`config.mk`:
```
export PLATFORM = sky130hd
export DESIGN_NAME = cit_timing
export DESIGN_NICKNAME = d
export VERILOG_FILES = /design/src/shared/cit_pkg.sv /design/src/shared/cit_dec_if.sv /design/src/logic/cit_decode.sv /design/src/logic/cit_cycle_counter.sv /design/src/logic/cit_timing.sv
export SDC_FILE = /design/constraint.sdc
export NUM_CORES = 1
export LEC_CHECK = 0
export BUFFER_PORTS_ARGS = -buffer_cell sky130_fd_sc_hd__buf_2
export CORE_MARGIN = 4
export CORE_UTILIZATION = 40
export CTS_CLUSTER_SIZE = 20
export DETAILED_ROUTE_END_ITERATION = 10
export PLACE_DENSITY = 0.62
export REMOVE_ABC_BUFFERS = 1
export SLEW_MARGIN = 5
export SYNTH_ARGS = -nofsm -noshare
export SYNTH_HDL_FRONTEND = slang
export SYNTH_SLANG_ARGS = --single-unit
export TNS_END_PERCENT = 30
```
`constraint.sdc`:
```
create_clock -name clk -period 4.7 [get_ports clk]
set_input_delay 1.175 -clock clk [delete_from_list [all_inputs] [get_ports clk]]
set_output_delay 1.175 -clock clk [all_outputs]
set_load 0.01 [all_outputs]
```
`src/shared/cit_pkg.sv`:
```
// Purpose: Shared constants and opcode timing tables for the instruction timing block.
// Assumes: Standard 8051 opcode map; entries packed as {cond, length[1:0], cycles[3:0]}.
// Notes: Table index is the high opcode nibble; the low nibble picks the table.
package cit_pkg;
	// ==========================================================
	// Widths and small constants
	localparam int CIT_LEN_W = 2;
	localparam int CIT_CYC_W = 4;
	localparam logic [CIT_LEN_W-1:0] CIT_LEN_1 = 2'h1;
	localparam logic [CIT_LEN_W-1:0] CIT_LEN_2 = 2'h2;
	localparam logic [CIT_LEN_W-1:0] CIT_LEN_3 = 2'h3;
	localparam logic [CIT_CYC_W-1:0] CIT_CYC_0 = 4'h0;
	localparam logic [CIT_CYC_W-1:0] CIT_CYC_1 = 4'h1;
	localparam logic [CIT_CYC_W-1:0] CIT_CYC_2 = 4'h2;
	localparam logic [CIT_CYC_W-1:0] CIT_CYC_3 = 4'h3;
	localparam logic [CIT_CYC_W-1:0] CIT_CYC_4 = 4'h4;
	localparam logic [CIT_CYC_W-1:0] CIT_CYC_8 = 4'h8;
	localparam logic [7:0] CIT_OP_ALIAS_NOP = 8'ha5;
	// ==========================================================
	// Low-nibble classes
	localparam logic [3:0] CIT_LO_BRANCH = 4'h0;
	localparam logic [3:0] CIT_LO_ABS = 4'h1;
	localparam logic [3:0] CIT_LO_LONG = 4'h2;
	localparam logic [3:0] CIT_LO_MISC = 4'h3;
	localparam logic [3:0] CIT_LO_IMM = 4'h4;
	localparam logic [3:0] CIT_LO_DIRECT = 4'h5;
	localparam logic [2:0] CIT_LO_INDIRECT = 3'h3;
	// ==========================================================
	// Timing tables
	typedef logic [6:0] cit_entry_t;
	typedef enum {CIT_IDLE, CIT_EXEC, CIT_EXTRA} cit_state_t;
	localparam cit_entry_t CIT_TBL_N0 [16] = '{7'h11, 7'h73, 7'h73, 7'h73, 7'h62, 7'h62,
		7'h62, 7'h62, 7'h23, 7'h33, 7'h22, 7'h22, 7'h22, 7'h22, 7'h13, 7'h13};
	localparam cit_entry_t CIT_TBL_N1 [16] = '{default: 7'h23};
	localparam cit_entry_t CIT_TBL_N2 [16] = '{7'h34, 7'h34, 7'h15, 7'h15, 7'h22, 7'h22,
		7'h22, 7'h22, 7'h22, 7'h22, 7'h22, 7'h22, 7'h22, 7'h22, 7'h13, 7'h13};
	localparam cit_entry_t CIT_TBL_N3 [16] = '{7'h11, 7'h11, 7'h11, 7'h11, 7'h33, 7'h33,
		7'h33, 7'h13, 7'h13, 7'h13, 7'h11, 7'h11, 7'h11, 7'h11, 7'h13, 7'h13};
	localparam cit_entry_t CIT_TBL_N4 [16] = '{7'h11, 7'h11, 7'h22, 7'h22, 7'h22, 7'h22,
		7'h22, 7'h22, 7'h18, 7'h22, 7'h14, 7'h73, 7'h11, 7'h11, 7'h11, 7'h11};
	// The spare opcode in row A of this table is the no-operation alias.
	localparam cit_entry_t CIT_TBL_N5 [16] = '{7'h22, 7'h22, 7'h22, 7'h22, 7'h22, 7'h22,
		7'h22, 7'h33, 7'h33, 7'h22, 7'h11, 7'h74, 7'h22, 7'h73, 7'h22, 7'h22};
	localparam cit_entry_t CIT_TBL_NI [16] = '{7'h12, 7'h12, 7'h12, 7'h12, 7'h12, 7'h12,
		7'h12, 7'h22, 7'h22, 7'h12, 7'h22, 7'h74, 7'h12, 7'h12, 7'h12, 7'h12};
	localparam cit_entry_t CIT_TBL_NR [16] = '{7'h11, 7'h11, 7'h11, 7'h11, 7'h11, 7'h11,
		7'h11, 7'h22, 7'h22, 7'h11, 7'h22, 7'h73, 7'h11, 7'h62, 7'h11, 7'h11};
endpackage : cit_pkg

```
`src/shared/cit_dec_if.sv`:
```
// Purpose: Carries an opcode to the decoder and its timing back to the sequencer.
// Assumes: Purely combinational lookup.
// Notes: None.
`timescale 1ns/1ps
interface cit_dec_if;
	logic [7:0] opcode;
	logic [1:0] length;
	logic [3:0] cycles;
	logic cond;
	modport dec (input opcode, output length, output cycles, output cond);
	modport seq (output opcode, input length, input cycles, input cond);
endinterface : cit_dec_if

```
`src/logic/cit_decode.sv`:
```
// Purpose: Maps an opcode to byte length, base cycle count and conditional flag.
// Assumes: Tables in the package are complete for all 256 opcodes.
// Notes: Base cycles of a conditional branch are its not-taken cost.
`timescale 1ns/1ps
module cit_decode
	import cit_pkg::*;
(
	// Lookup port
	cit_dec_if.dec dif
);
	wire [3:0] hi = dif.opcode[7:4];
	wire [3:0] lo = dif.opcode[3:0];
	wire is_ind = (lo[3:1] == CIT_LO_INDIRECT);
	cit_entry_t ent;
	// ==========================================================
	// Table selection
	assign ent = lo[3] ? CIT_TBL_NR[hi] :
		is_ind ? CIT_TBL_NI[hi] :
		(lo == CIT_LO_DIRECT) ? CIT_TBL_N5[hi] :
		(lo == CIT_LO_IMM) ? CIT_TBL_N4[hi] :
		(lo == CIT_LO_MISC) ? CIT_TBL_N3[hi] :
		(lo == CIT_LO_LONG) ? CIT_TBL_N2[hi] :
		(lo == CIT_LO_ABS) ? CIT_TBL_N1[hi] : CIT_TBL_N0[hi];
	assign dif.cycles = ent[3:0];
	assign dif.length = ent[5:4];
	assign dif.cond = ent[6];
endmodule : cit_decode

```
`src/logic/cit_cycle_counter.sv`:
```
// Purpose: Loadable down counter of remaining instruction cycles.
// Assumes: Load has priority over decrement.
// Notes: The next value is exported so callers can register look-ahead outputs.
`timescale 1ns/1ps
module cit_cycle_counter #(
	parameter int W = 4
) (
	// Clock and reset
	input wire logic clk,
	input wire logic reset_n,
	// Control
	input wire logic load,
	input wire logic [W-1:0] load_val,
	input wire logic dec,
	// State
	output logic [W-1:0] count,
	output logic [W-1:0] count_next
);
	logic [W-1:0] count_reg;
	assign count_next = load ? load_val : (dec ? count_reg - W'(1) : count_reg);
	assign count = count_reg;
	always_ff @(posedge clk or negedge reset_n) begin
		if (!reset_n) begin
			count_reg <= '0;
		end else begin
			count_reg <= count_next;
		end
	end
endmodule : cit_cycle_counter

```
`src/logic/cit_timing.sv`:
```
// Purpose: Sequences each instruction for exactly its documented number of clocks.
// Assumes: Opcode and branch resolution are synchronous to clk.
// Notes: A branch not resolved before its last base cycle counts as not taken.
// Overview of operation
// - Count plain clocks, no machine cycles.
// - Most instructions take cycles equal to bytes.
// - Untaken conditional branch is one cycle shorter.
// - Register with accumulator ALU: one byte, one cycle.
// - Indirect RAM ALU and inc/dec: 1 byte, 2 cycles.
// - Accumulator ALU direct or immediate: 2/2.
// - Logic immediate into direct byte: 3/3.
// - Logic accumulator into direct byte: 2/2.
// - Single-operand accumulator ops: one byte, one cycle.
// - Code byte reads: one byte, three cycles.
// - External data moves: one byte, three cycles.
// - Load data pointer immediate: three bytes, three cycles.
// - Push and pop direct: two bytes, two cycles.
// - Low nibble exchange indirect: one byte, two cycles.
// - Indirect RAM to direct byte: 2/2.
// - Direct to direct copy: three bytes, three cycles.
// - Direct byte to working register: 2/2.
// - Accumulator to indirect RAM: one byte, two cycles.
// - Immediate to indirect RAM: two bytes, two cycles.
// - Accumulator zero jumps: two or three cycles.
// - Spare opcode behaves as no-operation.
`timescale 1ns/1ps
module cit_timing
	import cit_pkg::*;
(
	// Clock and reset
	input wire logic clk,
	input wire logic reset_n,
	// Instruction issue
	input wire logic op_valid,
	input wire logic [7:0] opcode,
	output logic op_ready,
	// Branch resolution
	input wire logic cond_valid,
	input wire logic cond_taken,
	// Timing report
	output logic [CIT_LEN_W-1:0] instr_len,
	output logic [CIT_CYC_W-1:0] base_cycles,
	output logic [CIT_CYC_W-1:0] total_cycles,
	output logic cond_branch,
	output logic branch_taken,
	output logic busy,
	output logic instr_done
);
	// ==========================================================
	// Declarations
	cit_dec_if dif ();
	cit_state_t state_reg;
	cit_state_t state_next;
	logic op_ready_reg;
	logic op_ready_next;
	logic [CIT_LEN_W-1:0] len_reg;
	logic [CIT_LEN_W-1:0] len_next;
	logic [CIT_CYC_W-1:0] base_reg;
	logic [CIT_CYC_W-1:0] base_next;
	logic [CIT_CYC_W-1:0] total_reg;
	logic [CIT_CYC_W-1:0] total_next;
	logic cond_reg;
	logic cond_next;
	logic taken_reg;
	logic taken_next;
	logic busy_reg;
	logic busy_next;
	logic done_reg;
	logic done_next;
	logic [CIT_CYC_W-1:0] remain;
	logic [CIT_CYC_W-1:0] remain_next;
	wire accept;
	wire last_base;
	wire sample;
	wire go_extra;
	wire count_dec;

	// ==========================================================
	// Decode
	assign dif.opcode = opcode;
	cit_decode u_decode (
		.dif(dif)
	);

	// ==========================================================
	// Cycle counting
	// Accepting in the done cycle keeps back-to-back issue free of bubbles.
	assign accept = op_valid && op_ready_reg;
	assign last_base = (state_reg == CIT_EXEC) && (remain == CIT_CYC_1);
	// Resolution is only taken before the last base cycle so the length is known a cycle early.
	assign sample = (state_reg == CIT_EXEC) && !last_base && cond_reg && cond_valid;
	assign go_extra = last_base && cond_reg && taken_reg;
	assign count_dec = (state_reg == CIT_EXEC) && !last_base;

	cit_cycle_counter #(
		.W(CIT_CYC_W)
	) u_remain (
		.clk(clk),
		.reset_n(reset_n),
		.load(accept),
		.load_val(dif.cycles),
		.dec(count_dec),
		.count(remain),
		.count_next(remain_next)
	);

	// ==========================================================
	// Sequencer state
	always_comb begin
		state_next = state_reg;
		case (state_reg)
			CIT_IDLE: begin
				if (accept) begin
					state_next = CIT_EXEC;
				end
			end
			CIT_EXEC: begin
				if (go_extra) begin
					state_next = CIT_EXTRA;
				end else if (last_base) begin
					state_next = accept ? CIT_EXEC : CIT_IDLE;
				end
			end
			CIT_EXTRA: begin
				state_next = accept ? CIT_EXEC : CIT_IDLE;
			end
			default: begin
				state_next = CIT_IDLE;
			end
		endcase
	end

	// ==========================================================
	// Look-ahead values for registered outputs
	assign len_next = accept ? dif.length : len_reg;
	assign base_next = accept ? dif.cycles : base_reg;
	assign cond_next = accept ? dif.cond : cond_reg;
	assign taken_next = accept ? 1'b0 : (sample ? cond_taken : taken_reg);
	assign total_next = accept ? dif.cycles :
		(go_extra ? total_reg + CIT_CYC_1 : total_reg);
	assign done_next = ((state_next == CIT_EXEC) && (remain_next == CIT_CYC_1) &&
		!(cond_next && taken_next)) || (state_next == CIT_EXTRA);
	assign op_ready_next = (state_next == CIT_IDLE) || done_next;
	assign busy_next = (state_next != CIT_IDLE);

	always_ff @(posedge clk or negedge reset_n) begin
		if (!reset_n) begin
			state_reg <= CIT_IDLE;
			op_ready_reg <= 1'b1;
			len_reg <= CIT_LEN_1;
			base_reg <= CIT_CYC_1;
			total_reg <= CIT_CYC_1;
			cond_reg <= 1'b0;
			taken_reg <= 1'b0;
			busy_reg <= 1'b0;
			done_reg <= 1'b0;
		end else begin
			state_reg <= state_next;
			op_ready_reg <= op_ready_next;
			len_reg <= len_next;
			base_reg <= base_next;
			total_reg <= total_next;
			cond_reg <= cond_next;
			taken_reg <= taken_next;
			busy_reg <= busy_next;
			done_reg <= done_next;
		end
	end

	// ==========================================================
	// Outputs
	assign op_ready = op_ready_reg;
	assign instr_len = len_reg;
	assign base_cycles = base_reg;
	assign total_cycles = total_reg;
	assign cond_branch = cond_reg;
	assign branch_taken = taken_reg;
	assign busy = busy_reg;
	assign instr_done = done_reg;

	// ==========================================================
	// Checks
	logic [CIT_CYC_W-1:0] elapsed_reg;
	logic [7:0] last_op_reg;
	always_ff @(posedge clk or negedge reset_n) begin
		if (!reset_n) begin
			elapsed_reg <= CIT_CYC_0;
			last_op_reg <= 8'h00;
		end else begin
			elapsed_reg <= accept ? CIT_CYC_1 : elapsed_reg + CIT_CYC_1;
			last_op_reg <= accept ? opcode : last_op_reg;
		end
	end

	wire [3:0] op_hi = opcode[7:4];
	wire [3:0] op_lo = opcode[3:0];
	wire alu_row = (op_hi >= 4'h2 && op_hi <= 4'h6) || (op_hi == 4'h9);

	a_clock_count_exact: assert property (@(posedge clk) disable iff (!reset_n)
		instr_done |-> elapsed_reg == total_cycles)
		else $error("instruction length in clocks differs from its total");

	a_untaken_equals_base: assert property (@(posedge clk) disable iff (!reset_n)
		instr_done && !branch_taken |-> total_cycles == base_cycles)
		else $error("untaken or plain instruction ran other than base cycles");

	a_taken_adds_one: assert property (@(posedge clk) disable iff (!reset_n)
		instr_done && branch_taken |-> cond_branch && total_cycles == base_cycles + CIT_CYC_1)
		else $error("taken branch did not cost exactly one more cycle");

	a_reg_alu_timing: assert property (@(posedge clk) disable iff (!reset_n)
		accept && alu_row && op_lo[3] |=> instr_len == CIT_LEN_1 && base_cycles == CIT_CYC_1)
		else $error("register alu op has wrong timing");

	a_ind_alu_timing: assert property (@(posedge clk) disable iff (!reset_n)
		accept && (alu_row || op_hi <= 4'h1) && op_lo[3:1] == CIT_LO_INDIRECT
		|=> instr_len == CIT_LEN_1 && base_cycles == CIT_CYC_2)
		else $error("indirect alu op has wrong timing");

	a_dir_imm_alu: assert property (@(posedge clk) disable iff (!reset_n)
		accept && alu_row && (op_lo == CIT_LO_IMM || op_lo == CIT_LO_DIRECT)
		|=> instr_len == CIT_LEN_2 && base_cycles == CIT_CYC_2)
		else $error("direct or immediate alu op has wrong timing");

	a_logic_dir_imm: assert property (@(posedge clk) disable iff (!reset_n)
		accept && op_lo == CIT_LO_MISC && op_hi >= 4'h4 && op_hi <= 4'h6
		|=> instr_len == CIT_LEN_3 && base_cycles == CIT_CYC_3)
		else $error("logic immediate to direct has wrong timing");

	a_code_ext_read: assert property (@(posedge clk) disable iff (!reset_n)
		accept && (opcode == 8'h83 || opcode == 8'h93 || (op_hi >= 4'he && op_lo <= 4'h3 &&
		op_lo != CIT_LO_ABS)) |=> instr_len == CIT_LEN_1 && base_cycles == CIT_CYC_3)
		else $error("code or external data access has wrong timing");

	a_acc_to_ind: assert property (@(posedge clk) disable iff (!reset_n)
		accept && op_hi == 4'hf && op_lo[3:1] == CIT_LO_INDIRECT
		|=> instr_len == CIT_LEN_1 && base_cycles == CIT_CYC_2 && !cond_branch)
		else $error("accumulator to indirect has wrong timing");

	a_zero_jump: assert property (@(posedge clk) disable iff (!reset_n)
		accept && (opcode == 8'h60 || opcode == 8'h70)
		|=> cond_branch && instr_len == CIT_LEN_2 && base_cycles == CIT_CYC_2)
		else $error("zero jump has wrong timing");

	a_spare_is_nop: assert property (@(posedge clk) disable iff (!reset_n)
		accept && opcode == CIT_OP_ALIAS_NOP
		|=> instr_len == CIT_LEN_1 && base_cycles == CIT_CYC_1 && !cond_branch ##0
		instr_done)
		else $error("spare opcode does not act as no-operation");

	a_busy_until_done: assert property (@(posedge clk) disable iff (!reset_n)
		accept |=> busy throughout (busy ##[0:8] instr_done))
		else $error("instruction did not finish within bound");

	c_back_to_back: cover property (@(posedge clk) disable iff (!reset_n)
		instr_done && accept ##1 busy);
	c_taken_branch: cover property (@(posedge clk) disable iff (!reset_n)
		instr_done && branch_taken);
	c_untaken_branch: cover property (@(posedge clk) disable iff (!reset_n)
		instr_done && cond_branch && !branch_taken);
	c_longest_op: cover property (@(posedge clk) disable iff (!reset_n)
		instr_done && total_cycles == CIT_CYC_8);
endmodule : cit_timing

```
Word level (Yosys, flattened, before mapping)
Memory sizes are Yosys's and may differ from the RTL's.
Cells that the tools add are included.
W data, S select, Z words.

word-level totals
  register bits after elaboration = 51
  bits in read-only memories = 896
  input port bits = 13
  output and inout port bits = 15
  memories kept = 8

memory list
  name             words  bits a word  read ports  clocked after memory_dff  wr ports  RTL line          text
  (no name shown)  16     7            1           0                         0         cit_decode.sv:23  (lo == CIT_LO_ABS) ? CIT_TBL_N1[hi] : CIT_TBL_N0[hi];
  (no name shown)  16     7            1           0                         0         cit_decode.sv:19  (lo == CIT_LO_DIRECT) ? CIT_TBL_N5[hi] :
  (no name shown)  16     7            1           0                         0         cit_decode.sv:23
  (no name shown)  16     7            1           0                         0         cit_decode.sv:17  assign ent = lo[3] ? CIT_TBL_NR[hi] :
  (no name shown)  16     7            1           0                         0         cit_decode.sv:20  (lo == CIT_LO_IMM) ? CIT_TBL_N4[hi] :
  (no name shown)  16     7            1           0                         0         cit_decode.sv:22  (lo == CIT_LO_LONG) ? CIT_TBL_N2[hi] :
  2 more memories  -      -            -           -                         -         -

cells by class
  $add $sub $neg = 2
  order comparisons = 1
  eq/ne operators = 13
  multiplexer cells = 35
  bitwise operators = 1
  reductions and logical operators = 18

operators with widths
  kind                   count
  $mux W7                23
  $eq A32 B2 Y1 const B  3
  $mux W32               3
  $pmux W32 S3           1
  $logic_not A32 Y1      2
  $eq A32 B1 Y1 const B  1
  $eq A32 B3 Y1 const B  1
  $reduce_bool A32 Y1    1
  $mux W4                4
  $eq A4 B1 Y1 const B   3
  $logic_and A1 B1 Y1    10
  $eq A4 B2 Y1 const B   2
  $eq A4 B3 Y1 const B   2
  $ge A5 B5 Y1 const B   1
  $not A4 Y5             1
  $add A4 B1 Y4 const B  1
  $mux W1                4
  $sub A4 B1 Y4 const B  1
  $eq A3 B2 Y1 const B   1
  $logic_not A1 Y1       2
  $logic_or A1 B1 Y1     2
  $reduce_bool A2 Y1     1

Depth between registers and ports, before layout
Gate-level depths: netlist of run 1.

  word-level depth = 17
  mapped depth = 9

Hierarchy
Synthesis of run 1 repeated with hierarchy kept, for this count alone.

second synthesis, totals
  cells, all modules = 251
  area total of the unflattened synthesis = 2675.1 um2

modules (own cells, without submodules)
  module             times used  cells each  area each (um2)  sequential area each (um2)
  cit_timing         1           125         1774.2           1181.1
  cit_decode         1           106         678.2            0.0
  cit_cycle_counter  1           20          222.7            100.1

Worst setup path after synthesis of run 1
OpenSTA, ideal clock, no wires.

  path type = input to register
  start = input port opcode[6]
  end = register op_ready_reg (netlist: op_ready)
  library setup time = 0.091 ns
  data arrival time = 2.777 ns
  required time = 4.609 ns
  slack = 1.833 ns
  cell stages on the path = 9
  buffers on the path = 1
  path through = buf_2 > inv_1 > ha_1 > or3b_2 > o211ai_1 > o211ai_1 > a21oi_1 > o31ai_1 > o31ai_1

between the ends
  longest elaborated chain between the ends = 17
  elaborated cells between the ends (all ways) = 41
  classes of those cells = 1 x eq/ne; 25 x mux; 1 x bitwise; 6 x reduce/logical; 8 x memory

RTL lines
  element                                                         RTL line                                    text
  start: declaration                                              cit_timing.sv:35                            input wire logic [7:0] opcode,
  $not A4 Y5 (implied by the code) (*)                            -
  $mem_v2 Z16 W7                                                  -
  $mux W7 (implied by the code) (2 in a row)                      cit_decode.sv:23
  $mux W7                                                         cit_decode.sv:23
  $mux W7                                                         cit_decode.sv:22
  $mux W7                                                         cit_decode.sv:21                            (lo == CIT_LO_MISC) ? CIT_TBL_N3[hi] :
  $mux W7                                                         cit_decode.sv:20
  $mux W7                                                         cit_decode.sv:19
  $mux W7                                                         cit_decode.sv:18                            is_ind ? CIT_TBL_NI[hi] :
  $mux W7 (*)                                                     cit_decode.sv:17
  $mux W4 / $mux W1 (equally long branches)                       cit_cycle_counter.sv:20, cit_timing.sv:137
  $eq A4 B1 Y1 / $logic_and A1 B1 Y1 (equally long branches)      cit_timing.sv:141, cit_timing.sv:142
  $logic_and A1 B1 Y1 / $logic_not A1 Y1 (equally long branches)  cit_timing.sv:141, cit_timing.sv:142
  $logic_and A1 B1 Y1 (*)                                         cit_timing.sv:141                           assign done_next = ((state_next == CIT_EXEC) && (remain_next == CIT_CYC_1) &&
  $logic_or A1 B1 Y1 (*)                                          cit_timing.sv:142                           !(cond_next && taken_next)) || (state_next == CIT_EXTRA);
  $logic_or A1 B1 Y1 (*)                                          cit_timing.sv:143                           assign op_ready_next = (state_next == CIT_IDLE) || done_next;
  via op_ready_next                                               cit_timing.sv:55                            logic op_ready_next;
  end signal: assignment                                          cit_timing.sv:159                           op_ready_reg <= op_ready_next;
  end: declaration                                                cit_timing.sv:54                            logic op_ready_reg;

Mark *: on every way through the listed nets, which the timed path passes. The rest lies on a longest branch. The select of a mux whose other input is x is not followed.
A chain may end at the register's enable or synchronous reset.

Worst setup path after layout of run 1
  start = input port opcode[6]
  end = register done_reg (netlist: instr_done)

between the ends
  longest elaborated chain between the ends = 16
  elaborated cells between the ends (all ways) = 40
  classes of those cells = 1 x eq/ne; 25 x mux; 1 x bitwise; 5 x reduce/logical; 8 x memory

RTL lines
  element                                                         RTL line                                    text
  $not A4 Y5 (implied by the code) (*)                            -
  $mem_v2 Z16 W7                                                  -
  $mux W7 (implied by the code) (2 in a row)                      cit_decode.sv:23
  $mux W7                                                         cit_decode.sv:23
  $mux W7                                                         cit_decode.sv:22
  $mux W7                                                         cit_decode.sv:21
  $mux W7                                                         cit_decode.sv:20
  $mux W7                                                         cit_decode.sv:19
  $mux W7                                                         cit_decode.sv:18
  $mux W7 (*)                                                     cit_decode.sv:17
  $mux W4 / $mux W1 (equally long branches)                       cit_cycle_counter.sv:20, cit_timing.sv:137
  $eq A4 B1 Y1 / $logic_and A1 B1 Y1 (equally long branches)      cit_timing.sv:141, cit_timing.sv:142
  $logic_and A1 B1 Y1 / $logic_not A1 Y1 (equally long branches)  cit_timing.sv:141, cit_timing.sv:142
  $logic_and A1 B1 Y1 (*)                                         cit_timing.sv:141
  $logic_or A1 B1 Y1 (*)                                          cit_timing.sv:142
  via done_next                                                   cit_timing.sv:69                            logic done_next;
  end signal: assignment                                          cit_timing.sv:166                           done_reg <= done_next;
  end: declaration                                                cit_timing.sv:68                            logic done_reg;

Marked as above.

==> results of run 1 <==
==> final timing paths <==
path / startpoint / endpoint / slack [ps]
setup / recovery: opcode[6] / instr_done$_DFF_PN0_ / 1790
hold / removal: base_cycles[3]$_DFFE_PN0P_ / base_cycles[3]$_DFFE_PN0P_ / 490
max in group asynchronous: reset_n / instr_done$_DFF_PN0_ / 2970
hold reg to reg: base_cycles[3]$_DFFE_PN0P_ / base_cycles[3]$_DFFE_PN0P_ / 490
min in group asynchronous: reset_n / state_reg[21]$_DFF_PN0_ / 1070
setup reg to reg: state_reg[14]$_DFF_PN0_ / instr_done$_DFF_PN0_ / 2170
==> power breakdown <==
part           total, mW  switching, mW  internal, mW
Sequential         0.481         0.0157         0.465
Clock              0.256          0.147         0.109
Combinational      0.138         0.0848        0.0530
Total              0.875          0.247         0.628
==> cells in the final DEF, fill, tap and decap left out, types with 7 or more instances in the layout <==
| master | count |
|---|---|
| buf_2 | 27 |
| ha_1 | 9 |
| a21oi_1 | 20 |
| conb_1 | 30 |
| nor4_1 | 7 |
| nor2_1 | 16 |
| inv_1 | 12 |
| o21ai_0 | 9 |
| nand2_1 | 19 |
| dfrtp_1 | 47 |
| nand3_1 | 9 |
==> critical path: stages <==
cell and delay, ps:
buf_2 240, inv_1 150, ha_1 310, mux2_2 270, a31oi_1 140, o211ai_1 110, a21oi_1 290, o31ai_1 160
o31ai_1 270
==> synth_stat cells (6+ instances only) <==
master    count
nor2_1       16
dfrtp_1      47
ha_1          9
a21oi_1      20
inv_1        12
clkbuf_1      7
o21ai_0       9
nand3_1       9
nor4_1        7
nand2_1      19
nand4_1       6
==> per-stage QoR <==
stage	hold WS [ps]	worst slack, ps
2_1_floorplan	514	2000
4_1_cts	495	1790
3_5_place_dp	464	1510
3_3_place_gp	459	1590
6_report	490	1790
5_1_grt	515	1650
==> layout make-up <==
| cell class | count | area share (%) |
|---|---|---|
| Clock buffer | 5 | 2.29 |
| Clock inverter | 3 | 0.918 |
| Inverter | 12 | 1.50 |
| Multi-Input combinational cell | 217 | 44.8 |
| Sequential cell | 51 | 42.7 |
| Tap cell | 77 | 3.21 |
| Timing Repair Buffer | 27 | 4.51 |
==> kinds of logic (layout without fill, tap and decap cells) <==
group                    after synthesis  in the layout  synth area share, %
multiplexers                           5              5                 2.15
flip-flops                            51             51                 48.9
AO/OA/AOI/OAI                         72             72                 18.5
other                                  1             30                0.143
AND/OR/NAND/NOR                       97             97                 20.7
XOR/XNOR                               4              4                 1.34
buffers and inverters                 25             47                 3.82
adder cells (fa/ha/maj)                9              9                 4.30
==> per-layer routing <==
metal	track usage (%)	up-vias
met1	20.9	985
met4	4.40	0
li1	-	1049
met2	24.0	54
met5	0	-
met3	3.32	2
==> out/metrics.cfg, run 1 <==
[status]
status=complete, no violations

[floorplanning]
pin_count=28
row_count=29
core-area_mm2=0.00635
fp.dieH_um=88.9
initial_core_util_pct=41.2
die_area_mm2=0.00790
die_width_um=88.9

[synthesis]
synth_area_leader_cell=dfrtp_1
yosys_warnings=0
async_reset_ff_share_pct=100
ys.flop_type=dfrtp_1
synth_cell_types=66
synth_edf_count=0
seq_area_frac_synth_pct=48.9
synth.area.top_cells=dfrtp_1 45%, ha_1 4.3%, dfstp_2 4.0%, a21oi_1 3.8%, nand2_1 2.7%
netlist_area_mm2=0.00262
synth_seq_cells=51
syn_avg_cell_area_um2=9.91
synth_cells=264
synth.top_cell.area_share_pct=44.9

[timing]
worst_pin_slew_ps=1090
finalHoldViolCount=0
rsz0062_at_grt=no
max_freq_ghz=0.343
period_share_pct=62.0
finalSetupTns_ps=0
finalSetupViolCount=0
min_period_ps=2910
skew_ps=4.70
slew_violations=0
max_slew_margin_pct=27.6

[clock_network]
clock_latency_ps=300
cts_sinks=51
cts_buffers=5
cts_tree=built
ctsHoldBuffers=0
clkTransAtPathRegs_ps=90
cts-root-buf=clkbuf_8
htreeDepth=2
postCtsResizedCells=0
clockBufferDepth=2
cts_setup_buffers=0

[route]
drt_first_pass_iters=4
viasPerCell=5.33
drcViolationCount=0
dr_wl_met2_um=2580
avgRoutedWirePerCell_um=14.4
postRouteAntennaNets=0
wl_met3_um=329
met1_length_um=2700
drt_wl_total_um=5630
drt_iter0_markers=217
route.vias.total=2090
top_layer_used=met4

[final_layout]
largest_reg_flops=32
nFillCells=608
antenna_cells=0
postLayoutCoreUtil_pct=47.2
multi_input_area_mm2=0.00135
fin_nets=336
stdcell_area_mm2=0.00300
syn2layout_area_growth_pct=14.6
regArea_mm2=0.00128
drive_gt1_share_pct=14.9
instances_no_fill=392

[place]
gp_congestion=0.862
placed_area_mm2=0.00290
hpwl_um=4040
io_buffers=27
dp.cells=384

[global_routing]
antenna_found_initial=0
grt-ovfl-total=0
grt_pass1_vias=1970
grt_usage_pct=15.1
grt_start_max_net_pins=52
grt_pass1_wl_um=9310

[min_path]
hold_class=register to register
hold_depth=2

[setup_path]
startpoint_type=input pin
rr_worst_depth=6
end_kind=register
crit_arrival_ps=3120
worstPathMaxFanout=16
cp_data_required_time_ps=4900
critPathKind=input pin to register

[flow_run]
drv_cap=0

[power]
p_per_area_mw_per_mm2=292
max-vdd-ir-drop_mv=0.226
p_leak_nw=1.41
total_power_mw=0.875

No activity file was read; power rests on OpenSTA's default activity.
==> inputs of run 2 (changes only) <==
PLACE_DENSITY = 0.64   (was 0.62)
clock period = 2.5 ns   (was 4.7 ns; I/O delays follow)
==> out/metrics.cfg, run 2 (synthesis gave the netlist of run 1 again) <==
[route]
route.vias.total=2177
drt_iter0_markers=120
drt_first_pass_iters=4
viasPerCell=5.28
drcViolationCount=0
drt_wl_total_um=5910
postRouteAntennaNets=0
avgRoutedWirePerCell_um=14.4

[setup_path]
crit_arrival_ps=2560
startpoint_type=register
rr_worst_depth=6
crit_chain=nor4_1 > nand4_1 > nor3_2 > mux2_4 > a311o_1 > o31ai_1
cp_top_family=simple AND/OR/NAND/NOR gates
end_kind=register
cp_slowest_cell=nor4_1
critPathBufInv=0
crit_cells=6
critPathKind=register to register
cp_data_required_time_ps=2710
worstPathMaxFanout=3
max_stage_delay_ps=420

[min_path]
hold_class=input pin to asynchronous set/reset pin

[floorplanning]
die_width_um=88.9
row_count=29
pin_count=28
fp.dieH_um=88.9
die_area_mm2=0.00790
initial_core_util_pct=41.2
core-area_mm2=0.00635

[timing]
rsz0062_at_grt=no
max_slew_margin_pct=63.0
finalHoldViolCount=0
finalSetupTns_ps=0
worst_pin_slew_ps=554
finalSetupViolCount=0
slew_violations=0
skew_ps=6.40
period_share_pct=93.7
min_period_ps=2340
max_freq_ghz=0.427

[final_layout]
nFillCells=596
drive_gt1_share_pct=20.3
final_common_cell=dfrtp_1
layout_common_cells=47 x dfrtp_1, 30 x conb_1, 27 x buf_2, 20 x a21oi_1
syn2layout_area_growth_pct=21.3
multi_input_area_mm2=0.00135
postLayoutCoreUtil_pct=50.0
regArea_mm2=0.00128
antenna_cells=0
largest_reg_flops=32
fin_nets=356

[power]
p_per_area_mw_per_mm2=536
max-vdd-ir-drop_mv=0.394
total_power_mw=1.70
p_leak_nw=1.52

[global_routing]
grt_pass1_vias=2023
grt-ovfl-total=0
grt_pass1_wl_um=9600
grt_usage_pct=15.8
antenna_found_initial=0
grt_start_max_net_pins=52

[place]
io_buffers=27
hpwl_um=4220
gp_congestion=0.915

[clock_network]
clock_latency_ps=300
cts_sinks=51
cts_buffers=5
clockBufferDepth=2
ctsHoldBuffers=0
cts_tree=built
clkTransAtPathRegs_ps=90
cts-root-buf=clkbuf_8
htreeDepth=2

[flow_run]
drv_cap=0

[status]
status=complete, no violations

-- run 2: what timing repair did --
action | 4_1_cts | 5_1_grt
setup endpoints to repair | 0 | 1
buffers inserted | 0 | 0
resized for setup | 0 | 1
-- run 2: report_power, final --
group | internal (mW) | total (mW) | switching [mW]
combinational | 0.118 | 0.283 | 0.165
sequential | 0.875 | 0.904 | 0.0294
clock | 0.252 | 0.516 | 0.264
-- run 2: final cells by class --
| cell class | count | area share [%] |
|---|---|---|
| Tap cell | 77 | 3.03 |
| Inverter | 12 | 1.42 |
| Sequential cell | 51 | 40.3 |
| Multi-Input combinational cell | 217 | 42.6 |
| Clock inverter | 1 | 0.236 |
| Clock buffer | 7 | 3.03 |
| Timing Repair Buffer | 47 | 9.38 |
-- run 2: through the flow --
stage | hold WS [ps] | instance area (um^2) | setup slack, ps | instances
after floorplan | 329 | 2670 | 349 | 280
after global placement | 460 | 3070 | 151 | 404
after detailed placement | 463 | 3070 | 114 | 404
after CTS | 291 | 3170 | 92.6 | 412
after global routing | 302 | 3180 | 12.9 | 412
final | 291 | 3180 | 158 | 412
-- run 2: routing by layer --
metal	vias up	global-route usage (%)	wire, um
li1	1080	-	-
met1	1044	22.5	2800
met2	47	24.1	2730
met3	6	4.06	330
met4	0	3.85	45
met5	-	0	0
-- run 2: final timing paths --
path,from,endpoint,slack (ps)
worst max-delay path,state_reg[14]$_DFF_PN0_,op_ready$_DFF_PN1_,160
worst min-delay path,reset_n,state_reg[14]$_DFF_PN0_,290
worst max register to register,state_reg[14]$_DFF_PN0_,op_ready$_DFF_PN1_,160
worst min register to register,base_cycles[1]$_DFFE_PN0P_,base_cycles[1]$_DFFE_PN0P_,480
max in group asynchronous,reset_n,base_cycles[0]$_DFFE_PN1P_,1930
min in group clk,base_cycles[1]$_DFFE_PN0P_,base_cycles[1]$_DFFE_PN0P_,480
==> inputs of run 3 (changes only) <==
--- a/config.mk
+++ b/config.mk
@@ -12,3 +12,3 @@
 export DETAILED_ROUTE_END_ITERATION = 10
-export PLACE_DENSITY = 0.64
+export PLACE_DENSITY = 0.62
 export REMOVE_ABC_BUFFERS = 1
==> constraint.sdc (replaced) <==
create_clock -name clk -period 2.8 [get_ports clk]
set_input_delay 0.7 -clock clk [delete_from_list [all_inputs] [get_ports clk]]
set_output_delay 0.7 -clock clk [all_outputs]
set_load 0.02 [all_outputs]
==> out/metrics.cfg, run 3 (synthesis gave the netlist of run 1 again) <==
[status]
status=complete, no violations

[setup_path]
worstPathMaxFanout=3
cp_top_family=simple AND/OR/NAND/NOR gates
r2r_end=instr_done$_DFF_PN0_
startpoint_type=register
crit_arrival_ps=2750
crit_chain=nor4_1 > nand4_1 > nor3_2 > mux2_4 > a311o_1 > o31ai_1
max_stage_delay_ps=520
end_kind=register
cp_slowest_cell=nor4_1
critPathKind=register to register
cp_data_required_time_ps=3000
rrSetupSlack_ps=260
critPathBufInv=0
rr_worst_depth=6
crit_cells=6
worstReg2RegStart=state_reg[14]$_DFF_PN0_

[final_layout]
drive_gt1_share_pct=18.3
stdcell_area_mm2=0.00312
syn2layout_area_growth_pct=19.3
layout_common_cells=47 x dfrtp_1, 30 x conb_1, 27 x buf_2, 20 x a21oi_1, 19 x nand2_1
instances_no_fill=405
antenna_cells=0
fin_nets=349
final_common_cell=dfrtp_1
largest_reg_flops=32

[clock_network]
cts_sinks=51
cts_tree=built
clkTransAtPathRegs_ps=90
cts-root-buf=clkbuf_8
clockBufferDepth=2
postCtsResizedCells=0
clock_latency_ps=300
cts_buffers=5
ctsHoldBuffers=0
cts_setup_buffers=0
htreeDepth=2

[timing]
fin_ws_ps=256
max_slew_margin_pct=60.3
worst_pin_slew_ps=587
slew_violations=0
rsz0062_at_grt=no
finalSetupTns_ps=0
finalHoldViolCount=0
period_share_pct=90.9
skew_ps=6.51
finalSetupViolCount=0
max_freq_ghz=0.393
min_period_ps=2540

[route]
drt_iter0_markers=184
drt_wl_total_um=5810
drt_first_pass_iters=4
route.vias.total=2138
viasPerCell=5.28
avgRoutedWirePerCell_um=14.3
drcViolationCount=0
postRouteAntennaNets=0

[global_routing]
grt_pass1_vias=2142
grt_start_max_net_pins=25
grt_pass1_wl_um=10100
grt-ovfl-total=0
antenna_found_initial=0
grt_usage_pct=16.2

[floorplanning]
core-area_mm2=0.00635
pin_count=28
die_width_um=88.9
row_count=29
die_area_mm2=0.00790
initial_core_util_pct=41.2
fp.dieH_um=88.9

[place]
dp.cells=397
placed_area_mm2=0.00300
gp_congestion=0.852
dp_slack_ps=149
io_buffers=27
hpwl_um=4350

[flow_run]
drv_cap=0

[power]
max-vdd-ir-drop_mv=0.470
p_per_area_mw_per_mm2=512
p_leak_nw=1.49

[min_path]
hold_class=input pin to asynchronous set/reset pin

==> run 3: cell type report <==
type | count | area (um^2)
multi-input cells | 217 | 1350
clock buffers | 6 | 82.6
well taps | 77 | 96.3
inverters | 12 | 45.0
clock inverters | 2 | 38.8
flip-flops and latches | 51 | 1280
fillers | 598 | 3230
repair buffers | 40 | 233
==> run 3: worst reg2reg max path, stage by stage, from the launching register on <==
cell	delay, ps
dfrtp_1	370
nor4_1	520
nand4_1	290
nor3_2	290
mux2_4	330
a311o_1	380
o31ai_1	270
==> run 3: worst max path at each step <==
stage | start | to | slack [ps]
6_report | state_reg[14]$_DFF_PN0_ | instr_done$_DFF_PN0_ | 260
5_1_grt | state_reg[14]$_DFF_PN0_ | instr_done$_DFF_PN0_ | 80
4_1_cts | state_reg[14]$_DFF_PN0_ | instr_done$_DFF_PN0_ | 230
3_5_place_dp | opcode[6] | op_ready$_DFF_PN1_ | 150
3_3_place_gp | opcode[6] | op_ready$_DFF_PN1_ | 240
2_1_floorplan | opcode[6] | op_ready$_DFF_PN1_ | 570
==> run 3: per-stage QoR <==
stage | util (%) | hold slack (ps) | total power [mW]
2_1_floorplan | - | 404 | 0.968
3_3_place_gp | 47.3 | 456 | 1.07
3_5_place_dp | 47.3 | 461 | 1.08
4_1_cts | 49.2 | 316 | 1.61
5_1_grt | 49.2 | 328 | 1.69
6_report | 49.2 | 315 | 1.60
==> run 3: report_power, final <==
group,total [mW],switching [mW],internal [mW]
Clock,0.533,0.239,0.294
Combinational,0.258,0.158,0.0998
Sequential,0.807,0.0255,0.781
==> run 3: routing by layer <==
layer / GRT usage [%] / wire, um / up-vias
li1: - / - / 1066
met1: 22.5 / 2850 / 1023
met2: 25.4 / 2600 / 42
met3: 4.33 / 292 / 7
met4: 4.12 / 65 / 0
met5: 0 / 0 / -
